[src/pesc_defines.svh]
// Purpose: constants for the phy extended status and counter register bank
// Assumes: apb with 32-bit data, one register per aligned word
// Notes:   register offsets are indices, byte address is four times the index
`ifndef PESC_DEFINES_SVH
`define PESC_DEFINES_SVH

// register indices
`define PESC_IDX_FE_STAT    5'h10
`define PESC_IDX_GB_STAT    5'h11
`define PESC_IDX_BYPASS     5'h12
`define PESC_IDX_RXERR_CNT  5'h13
`define PESC_IDX_FCAR_CNT   5'h14
`define PESC_IDX_LDROP_CNT  5'h15
`define PESC_IDX_PAGE_SEL   5'h1f
`define PESC_PAGE_MAIN      16'h0000

// field positions
`define PESC_BIT_LOCK       15
`define PESC_BIT_LINK       12
`define PESC_BIT_LEGACY     6
`define PESC_BIT_XOVER      5

// fe sticky bits 14,13,11,10,9,8
`define PESC_FE_STICKY_MASK 16'h6f00
// gb sticky bits 14:7
`define PESC_GB_STICKY_MASK 16'h7f80
// bypass writable bits 15:9 and 7:1
`define PESC_BYP_MASK       16'hfefe
`define PESC_BYP_RESET      16'h0088

`define PESC_CNT_MAX        8'hff
`define PESC_CNT_ZERO       8'h00
`define PESC_ZERO16         16'h0000
`define PESC_ZERO32         32'h00000000

`endif

[src/pesc_pkg.sv]
// Purpose: types for the phy extended status and counter register bank
// Assumes: constants come from pesc_defines.svh
// Notes:   all state of the bank is one packed struct
package pesc_pkg;

   // event pulses from one speed path
   typedef struct packed {
      logic lock_err;
      logic disconnect;
      logic rx_err;
      logic tx_err;
      logic sof_err;
      logic eof_err;
      logic cext_err;
      logic false_car;
   } pesc_evt_t;

   // live levels from one speed path
   typedef struct packed {
      logic locked;
      logic link_up;
   } pesc_live_t;

   // bypass and disable controls toward the datapath
   typedef struct packed {
      logic tx_out_off;
      logic byp_4b5b;
      logic byp_scram;
      logic byp_descram;
      logic byp_pcs_rx;
      logic byp_pcs_tx;
      logic byp_lfi_timer;
      logic no_auto_xover_forced;
      logic legacy_detect_off;
      logic no_xover_correct;
      logic no_polarity_correct;
      logic honour_adv_ability;
      logic pulse_shape_off;
      logic np_exchange_off;
   } pesc_ctl_t;

   typedef struct packed {
      logic [15:0] fe_sticky;
      logic [15:0] gb_sticky;
      logic [15:0] bypass;
      logic [15:0] page;
      logic [7:0]  rxerr_cnt;
      logic [7:0]  fcar_cnt;
      logic [7:0]  ldrop_cnt;
      logic [31:0] prdata;
   } pesc_state_t;

endpackage

[src/pesc_regs.sv]
// Purpose: apb register bank for phy extended status, bypass and counters
// Assumes: status inputs come from logic on mclk
// Notes:   page select register chooses the page the bank answers on
//
// Function
// - six 16-bit registers on page 0 at indices 16 to 21 in order
// - fast status bits 15 and 12 show live lock and link
// - fast status bits 14,13,11:8 latch errors and clear when read
// - gigabit status bits 15 and 12 show live lock and link
// - gigabit status bits 14,13,11:7 latch errors and clear when read
// - gigabit bits 6 and 5 show legacy partner and crossover error, no self-clear
// - bypass bit 15 stops transmitter output to media, resets zero
// - bypass bits 14:9 bypass coder, scramblers, pcs paths, link timer
// - bypass bit 7 disables auto crossover in forced 10/100, resets one
// - bypass bits 5 and 4 disable crossover and polarity correction
// - bypass bit 6 disables legacy gigabit partner detection
// - bypass bit 3 one honours advertised abilities, resets one
// - bypass bit 2 removes gigabit pulse shaping filter
// - bypass bit 1 suppresses automatic gigabit next-page exchange
// - shared receive error counter counts only while that link is up
// - shared false carrier counter counts only while that link is up
// - link drop counter counts drops at any speed, drops in the same cycle count once
// - counters saturate at 255, clear on read, reset to zero
`timescale 1ns/1ps
`include "pesc_defines.svh"

module pesc_regs (
   // clock and reset
   input  wire logic              mclk,
   input  wire logic              rst,
   // apb slave
   input  wire logic              psel,
   input  wire logic              penable,
   input  wire logic              pwrite,
   input  wire logic [31:0]       paddr,
   input  wire logic [31:0]       pwdata,
   input  wire logic [3:0]        pstrb,
   output logic      [31:0]       prdata,
   output logic                   pready,
   output logic                   pslverr,
   // status from the speed paths
   input  wire pesc_pkg::pesc_live_t fe_live,
   input  wire pesc_pkg::pesc_live_t gb_live,
   input  wire pesc_pkg::pesc_evt_t  fe_evt,
   input  wire pesc_pkg::pesc_evt_t  gb_evt,
   input  wire logic              ten_link_drop,
   input  wire logic              legacy_seen,
   input  wire logic              xover_err,
   // controls to the datapath
   output pesc_pkg::pesc_ctl_t    ctl
);

   pesc_pkg::pesc_state_t s_q;
   pesc_pkg::pesc_state_t s_d;

   logic        acc;
   logic        rd;
   logic        wr;
   logic        page0;
   logic        hit;
   logic        mapped;
   logic [4:0]  idx;
   logic [15:0] fe_set;
   logic [15:0] gb_set;
   logic [15:0] fe_view;
   logic [15:0] gb_view;
   logic [15:0] rdata;
   logic        inc_rx;
   logic        inc_fc;
   logic        inc_ld;

   ////////////////////////////////////////////////////////////////////////////
   // counter update: a read takes away only what it returned, later events stay
   function automatic logic [7:0] cnt_next(input logic [7:0] c, input logic inc,
                                           input logic clr, input logic [7:0] sub);
      logic [7:0] r;
      r = clr ? (c - sub) : c;
      if (inc && (r != `PESC_CNT_MAX)) begin
         r = r + 8'h01;
      end
      return r;
   endfunction

   // 16-bit write with byte strobes
   function automatic logic [15:0] strb_merge(input logic [15:0] old,
                                              input logic [31:0] wd,
                                              input logic [3:0] st);
      logic [15:0] r;
      r = old;
      if (st[0]) begin
         r[7:0] = wd[7:0];
      end
      if (st[1]) begin
         r[15:8] = wd[15:8];
      end
      return r;
   endfunction

   ////////////////////////////////////////////////////////////////////////////
   // decode
   assign idx    = paddr[6:2];
   assign acc    = psel && penable;
   assign page0  = (s_q.page == `PESC_PAGE_MAIN);
   assign hit    = (paddr[31:7] == 25'h0000000) && (paddr[1:0] == 2'h0);
   assign rd     = acc && !pwrite && hit && page0;
   assign wr     = acc && pwrite && hit;
   assign pready = 1'b1;

   always_comb begin
      mapped = 1'b0;
      if (hit && (idx == `PESC_IDX_PAGE_SEL)) begin
         mapped = 1'b1;
      end else if (hit && page0 && (idx >= `PESC_IDX_FE_STAT)
                   && (idx <= `PESC_IDX_LDROP_CNT)) begin
         mapped = 1'b1;
      end
   end
   assign pslverr = acc && !mapped;

   ////////////////////////////////////////////////////////////////////////////
   // status views
   always_comb begin
      fe_set = `PESC_ZERO16;
      fe_set[14] = fe_evt.lock_err;
      fe_set[13] = fe_evt.disconnect;
      fe_set[11] = fe_evt.rx_err;
      fe_set[10] = fe_evt.tx_err;
      fe_set[9]  = fe_evt.sof_err;
      fe_set[8]  = fe_evt.eof_err;
      gb_set = `PESC_ZERO16;
      gb_set[14] = gb_evt.lock_err;
      gb_set[13] = gb_evt.disconnect;
      gb_set[11] = gb_evt.rx_err;
      gb_set[10] = gb_evt.tx_err;
      gb_set[9]  = gb_evt.sof_err;
      gb_set[8]  = gb_evt.eof_err;
      gb_set[7]  = gb_evt.cext_err;
      fe_view = s_q.fe_sticky & `PESC_FE_STICKY_MASK;
      fe_view[`PESC_BIT_LOCK] = fe_live.locked;
      fe_view[`PESC_BIT_LINK] = fe_live.link_up;
      gb_view = s_q.gb_sticky & `PESC_GB_STICKY_MASK;
      gb_view[`PESC_BIT_LOCK]   = gb_live.locked;
      gb_view[`PESC_BIT_LINK]   = gb_live.link_up;
      gb_view[`PESC_BIT_LEGACY] = legacy_seen && !s_q.bypass[6];
      gb_view[`PESC_BIT_XOVER]  = xover_err;
   end

   // counter events
   assign inc_rx = (fe_evt.rx_err && fe_live.link_up)
                 || (gb_evt.rx_err && gb_live.link_up);
   assign inc_fc = (fe_evt.false_car && fe_live.link_up)
                 || (gb_evt.false_car && gb_live.link_up);
   assign inc_ld = fe_evt.disconnect || gb_evt.disconnect || ten_link_drop;

   always_comb begin
      rdata = `PESC_ZERO16;
      case (idx)
         `PESC_IDX_FE_STAT:   rdata = fe_view;
         `PESC_IDX_GB_STAT:   rdata = gb_view;
         `PESC_IDX_BYPASS:    rdata = s_q.bypass & `PESC_BYP_MASK;
         `PESC_IDX_RXERR_CNT: rdata = {8'h00, s_q.rxerr_cnt};
         `PESC_IDX_FCAR_CNT:  rdata = {8'h00, s_q.fcar_cnt};
         `PESC_IDX_LDROP_CNT: rdata = {8'h00, s_q.ldrop_cnt};
         default:             rdata = `PESC_ZERO16;
      endcase
      if (hit && (idx == `PESC_IDX_PAGE_SEL)) begin
         rdata = s_q.page;
      end else if (!page0) begin
         rdata = `PESC_ZERO16;
      end
   end

   ////////////////////////////////////////////////////////////////////////////
   // next state
   always_comb begin
      s_d = s_q;
      // sticky: the read clears only the bits it returned, set wins
      if (rd && (idx == `PESC_IDX_FE_STAT)) begin
         s_d.fe_sticky = s_q.fe_sticky & ~(s_q.prdata[15:0] & `PESC_FE_STICKY_MASK);
      end
      s_d.fe_sticky = s_d.fe_sticky | fe_set;
      if (rd && (idx == `PESC_IDX_GB_STAT)) begin
         s_d.gb_sticky = s_q.gb_sticky & ~(s_q.prdata[15:0] & `PESC_GB_STICKY_MASK);
      end
      s_d.gb_sticky = s_d.gb_sticky | gb_set;
      s_d.rxerr_cnt = cnt_next(s_q.rxerr_cnt, inc_rx,
                               rd && (idx == `PESC_IDX_RXERR_CNT),
                               s_q.prdata[7:0]);
      s_d.fcar_cnt  = cnt_next(s_q.fcar_cnt, inc_fc,
                               rd && (idx == `PESC_IDX_FCAR_CNT),
                               s_q.prdata[7:0]);
      s_d.ldrop_cnt = cnt_next(s_q.ldrop_cnt, inc_ld,
                               rd && (idx == `PESC_IDX_LDROP_CNT),
                               s_q.prdata[7:0]);
      if (wr && page0 && (idx == `PESC_IDX_BYPASS)) begin
         s_d.bypass = strb_merge(s_q.bypass, pwdata, pstrb) & `PESC_BYP_MASK;
      end
      if (wr && (idx == `PESC_IDX_PAGE_SEL)) begin
         s_d.page = strb_merge(s_q.page, pwdata, pstrb);
      end
      // read data captured in the setup cycle so it stands at the access edge
      if (psel && !penable && !pwrite) begin
         s_d.prdata = {16'h0000, rdata};
      end
   end

   always_ff @(posedge mclk or posedge rst) begin
      if (rst) begin
         s_q.fe_sticky <= `PESC_ZERO16;
         s_q.gb_sticky <= `PESC_ZERO16;
         s_q.bypass    <= `PESC_BYP_RESET;
         s_q.page      <= `PESC_PAGE_MAIN;
         s_q.rxerr_cnt <= `PESC_CNT_ZERO;
         s_q.fcar_cnt  <= `PESC_CNT_ZERO;
         s_q.ldrop_cnt <= `PESC_CNT_ZERO;
         s_q.prdata    <= `PESC_ZERO32;
      end else begin
         s_q <= s_d;
      end
   end

   ////////////////////////////////////////////////////////////////////////////
   // outputs
   assign prdata = s_q.prdata;

   always_comb begin
      ctl.tx_out_off           = s_q.bypass[15];
      ctl.byp_4b5b             = s_q.bypass[14];
      ctl.byp_scram            = s_q.bypass[13];
      ctl.byp_descram          = s_q.bypass[12];
      ctl.byp_pcs_rx           = s_q.bypass[11];
      ctl.byp_pcs_tx           = s_q.bypass[10];
      ctl.byp_lfi_timer        = s_q.bypass[9];
      ctl.no_auto_xover_forced = s_q.bypass[7];
      ctl.legacy_detect_off    = s_q.bypass[6];
      ctl.no_xover_correct     = s_q.bypass[5];
      ctl.no_polarity_correct  = s_q.bypass[4];
      ctl.honour_adv_ability   = s_q.bypass[3];
      ctl.pulse_shape_off      = s_q.bypass[2];
      ctl.np_exchange_off      = s_q.bypass[1];
   end

endmodule // pesc_regs

[config.mk]
export PLATFORM = sky130hd
export DESIGN_NAME = pesc_regs
export DESIGN_NICKNAME = d
export VERILOG_FILES = /design/src/pesc_pkg.sv /design/src/pesc_regs.sv
export VERILOG_INCLUDE_DIRS = /design/src
export SDC_FILE = /design/constraint.sdc
export NUM_CORES = 1
export LEC_CHECK = 0
export BUFFER_PORTS_ARGS = -buffer_cell sky130_fd_sc_hd__buf_2
export CAP_MARGIN = 20
export CORE_UTILIZATION = 30
export DETAILED_ROUTE_END_ITERATION = 8
export MAX_ROUTING_LAYER = met4
export PLACE_DENSITY = 0.49
export SYNTH_ARGS = -nofsm -noshare
export SYNTH_HDL_FRONTEND = slang
export SYNTH_SLANG_ARGS = --single-unit
[constraint.sdc]
create_clock -name mclk -period 3.9 [get_ports mclk]
set_input_delay 0.195 -clock mclk [delete_from_list [all_inputs] [get_ports mclk]]
set_output_delay 0.195 -clock mclk [all_outputs]
set_load 0.01 [all_outputs]
# Word level (Yosys, flattened, before mapping)
# Cells that the tools add are included.
dict set report totals {
  register_bits 102
  output_inout_bits 48
  input_bits 96
  word_cells 92
}
dict set report op_classes {
  add_sub_neg 6
  n_mux 13
  order_cmp 2
  reduce_logical 45
  n_bitwise 6
  eq_ne 10
}
# operator count
set ops {}
lappend ops {{$pmux 16 s6} 1}
lappend ops {{$mux 16} 4}
lappend ops {{$mux 8} 6}
lappend ops {{$eq 5x5->1 const B} 7}
lappend ops {{$and 16x16->16} 2}
lappend ops {{$not 15->16} 2}
lappend ops {{$or 16x15->16} 2}
lappend ops {{$logic_and 1x1->1} 30}
lappend ops {{$logic_not 25->1} 1}
lappend ops {{$add 8x1->8 const B} 3}
lappend ops {{$ne 8x8->1 const B} 3}
lappend ops {{$sub 8x8->8} 3}
lappend ops {{$logic_not 16->1} 1}
lappend ops {{$reduce_and 2->1} 4}
lappend ops {{$ge 5x5->1 const B} 1}
lappend ops {{$le 5x5->1 const B} 1}
lappend ops {{$logic_not 1->1} 4}
lappend ops {{$logic_or 1x1->1} 4}
lappend ops {{$logic_not 2->1} 1}
lappend ops {{$mux 1} 2}

# Longest topological paths before layout
dict set report logic_depth {
  word_depth 9
  mapped_depth 14
  ltp_nobuf 13
}

# Worst setup path before layout
# Ideal clock, no wire load.
dict set report synth_path {
  path_type {register -> register}
  from {register s_q[67] (netlist bit)}
  to {register s_q[43] (netlist bit)}
  path_stages_with_launch 11
  t_arrival_ns 2.881
  setup_ns 0.125
  path_slack_ns 0.894
  n_path_buf 1
  required_ns 3.775
  period_less_slack_ns 3.006
  cell_sequence {dfrtp_1 nor4_1 nand4_1 nor4_4 nand3_2 or4_4 a211oi_2 buf_4 nor2_1 xor2_1 mux2_2}
}
# item line_no
set synth_rtl {}
lappend synth_rtl {{from (decl)} pesc_regs.sv:53} ;# pesc_pkg::pesc_state_t s_q;

==> results.md <==
- Outcome: finished clean
- Post-synth EDFFs: 0
- RSZ-0062 raised after global routing: false
- Post-synth ARST share: 1.00
- Hold WC Path Type: input port to async pin
- DRC viols: 0
- Finished Layout Cells: 992
- Filler cells: 1955
- Final setup violation count: 0
- Rel. slew slack: 0.359
- Longest Clk Path Bufs: 2
- P_leak: 3.04 nW
- Area share of fa/ha/maj cells after synthesis: 0.0547
- Synth Area in Simple Gates: 0.168
- Sequential element share of the synthesized area: 0.352
- Sink Count: 83
- Worst Setup SP: s_q[57]
- Top Metal Used: met4
- Die height: 142 um
- Minimum clock period: 3540 ps
- I/O Buffers: 107
- Register bit count reported by yosys: 83
- Crit path top cell by count: buf_4
- Critical path's slowest cell: or4_4
- Post-route setup TNS: 0 ps
- Part of the cycle the worst path needs: 0.907
- Post-CTS setup buffers: 0
- Slew Limit Fails: 0
- Starting density of the core: 0.310
- Clock root cell: clkbuf_16
- Final #Nets: 845
- First-pass GRT wire length: 27.6 mm
- Die ar.: 20200 um2
- DRT Pass-1 Iters: 5
- Synth Instances: 645
- Worst-path cell chain: nor4_1 -> buf_4 -> nand4_1 -> nor4_4 -> nand3_2 -> or4_4 -> a211oi_2 -> buf_4 -> nor3_1 -> xnor2_1 -> a21oi_1
- Synth Flop Type: dfrtp_1
- Via density: 5.06
- Post-DRT Antenna Nets: 0
- CP peak stage delay: 580 ps
- Vias in the first global route: 5023
- Mapped Avg Cell Area: 9.15 um2
- CP Max Fanout: 7
- Crit path required time: 4180 ps
- Final Hold Vio Count: 0
- Final WL: 17.2 mm
- H-tree depth: 3
- Measured slew at the worst slew-check pin: 962 ps
- Dpl cells: 974
- Post-DP HPWL: 13.4 mm
- Worst Setup End Kind: register
- Setup crit start kind: register
- Synth warn: 0
- Cts hold-fix bufs: 0
- PD cells: 570 nW/um2
- Clk_skew: 8.27 ps
- Largest family of logic cells by synthesized area: compound AO/OA/AOI/OAI gates
- CORE AREA: 19000 um2
- Mux contribution to synthesized area: 0.104
- Grt ovf: 0
- Met1 WL: 8.20 mm
- Final Wtd Congestion: 0.840
- Antenna violations before repair: 1
- Drt first-iter violations: 294
- Share of layout cells above drive strength 1: 0.258
- Metal3 WL: 729 um
- # resized after CTS: 0
- TritonCTS buffer count: 9
- Row cnt: 50
- Max Clk Rate: 0.283 GHz
- Post-Synth XOR/XNOR Area: 0.0564
- Reg-to-reg startpoint: s_q[57]
- WHS: 10.5 ps
- Met2 WL: 8.15 mm
- Critical path class: register to register
- Max-capacitance violation count: 0
- Io pins: 144
- Clock latency on the worst-skew pair: 350 ps
- Routed vias: 5023
- Arr. time, crit path: 3810 ps
- Total GRT Usage: 0.183
- Chip Width: 142 um
- CTS clock-pin slew for the worst setup and hold paths: 70 ps
- Maximum vdd drop: 220 uV
- Mapped Area: 5900 um2
- Drt wl/cell: 17.4 um
- Library cells used by synthesis: 62
- CTS tree: done
- Area Growth Syn to Fin: 15.3%
- Pin count of the biggest net entering global routing: 51
- Post-synthesis compound-gate area fraction: 0.173
## cells in the final DEF (no fill, tap or decap), types with 6 or more instances in the layout
cell type	n
nor4_1	11
mux2i_1	22
mux2_2	35
nor3_1	19
o21ai_0	17
and4_1	7
conb_1	17
nand2b_1	7
inv_1	23
xnor2_1	26
a211oi_1	11
a22oi_1	21
nor2_1	45
dfrtp_1	81
and3_1	8
nand3_1	13
ha_1	21
buf_2	107
buf_4	16
a21oi_1	50
nor2b_1	6
nand2_1	47
xor2_1	12
clkbuf_16	9
a21o_1	17
## Yosys cell counts, types with 2 or more instances
library cell / instances / area, um2
o21ai_0: 17 / 85.1
conb_1: 2 / 7.51
and4_1: 7 / 61.3
nor2b_1: 6 / 37.5
fa_1: 3 / 60.1
mux2_2: 35 / 394
inv_1: 24 / 90.1
buf_1: 2 / 7.51
buf_4: 48 / 360
nand3b_1: 3 / 22.5
a22o_1: 2 / 17.5
o211ai_1: 5 / 37.5
a31oi_1: 3 / 18.8
nor3_1: 19 / 95.1
a21oi_1: 50 / 250
nand4_1: 5 / 31.3
nor2_1: 45 / 169
ha_1: 21 / 263
and2_1: 5 / 31.3
a21o_1: 17 / 128
clkbuf_1: 18 / 67.6
mux2i_1: 22 / 220
a22oi_1: 21 / 158
nand2b_1: 7 / 43.8
o31ai_1: 3 / 22.5
and3_1: 8 / 50.1
xnor2_1: 26 / 228
a211oi_1: 11 / 82.6
o21a_1: 5 / 37.5
o21bai_1: 3 / 22.5
or3_1: 2 / 12.5
nor4_1: 11 / 68.8
nand2_1: 47 / 176
xor2_1: 12 / 105
o22ai_1: 4 / 25.0
or2_2: 4 / 25.0
dfrtp_1: 81 / 2030
dfstp_2: 2 / 52.6
nand3_1: 13 / 65.1
a211o_1: 3 / 26.3
a311oi_1: 2 / 17.5
## routing by layer
layer,GRT usage,vias up
li1,-,2433
met1,0.244,2461
met2,0.291,118
met3,0.0273,11
met4,0.0453,0
met5,-,-
## layout make-up
class / count / area (um2) / share of cell area
multi-input combinational: 484 / 3350 / 0.493
sequential: 83 / 2080 / 0.306
timing repair buffer: 123 / 656 / 0.0964
tap: 260 / 325 / 0.0478
clock buffer: 9 / 225 / 0.0331
inverter: 24 / 91.3 / 0.0134
clock inverter: 7 / 70.1 / 0.0103
antenna: 2 / 5.00 / 0.000736
## power by group
part	total, mW	internal [mW]	switching (mW)	leakage [nW]
Clock	0.854	0.450	0.404	0.142
Sequential	1.24	1.00	0.238	1.01
Combinational	1.79	0.816	0.970	1.89
## path summary, 6_finish.rpt
check | cells past startpoint | endpoint | slack, ps
worst max-delay path | 11 | s_q[42] | 360
worst min-delay path | 2 | s_q[50] | 10
worst max register to register | 11 | s_q[42] | 360
worst min register to register | 1 | fe_view[11] | 480
max in group asynchronous | 3 | s_q[49] | 2850
min in group mclk | 2 | fe_view[10] | 20
## registers in the layout, indices dropped and copies added, names as in the netlist
name,flops
fe_view,6
gb_view,7
ctl,14
s_q,40
prdata,16
## logic make-up after synthesis
| group | after synthesis |
|---|---|
| adders and majority gates | 24 |
| muxes | 57 |
| buffers and inverters | 93 |
| other | 2 |
| and+or+nand+nor | 192 |
| DFF | 83 |
| xor gates and xnor gates | 38 |
| AOI/OAI and AO/OA | 156 |
## worst max-delay path: cells and delay by family, from the launching register on
family,cells,cell delay [ps]
AO/OA/AOI/OAI,2,580
buffers and inverters,2,420
AND/OR/NAND/NOR,6,1900
XOR/XNOR,1,160
flip-flops,1,410
## stage by stage
step / total power [mW] / setup WS [ps] / area (um2) / util
after global placement: 2.99 / 390 / 6500 / 0.342
after floorplan: 2.60 / 894 / 5960 / -
after global routing: 4.16 / 136 / 6800 / 0.358
final: 3.88 / 363 / 6800 / 0.358
after detailed placement: 3.03 / 324 / 6500 / 0.342
after CTS: 3.91 / 297 / 6800 / 0.357
(Power assumes the default switching activity.)
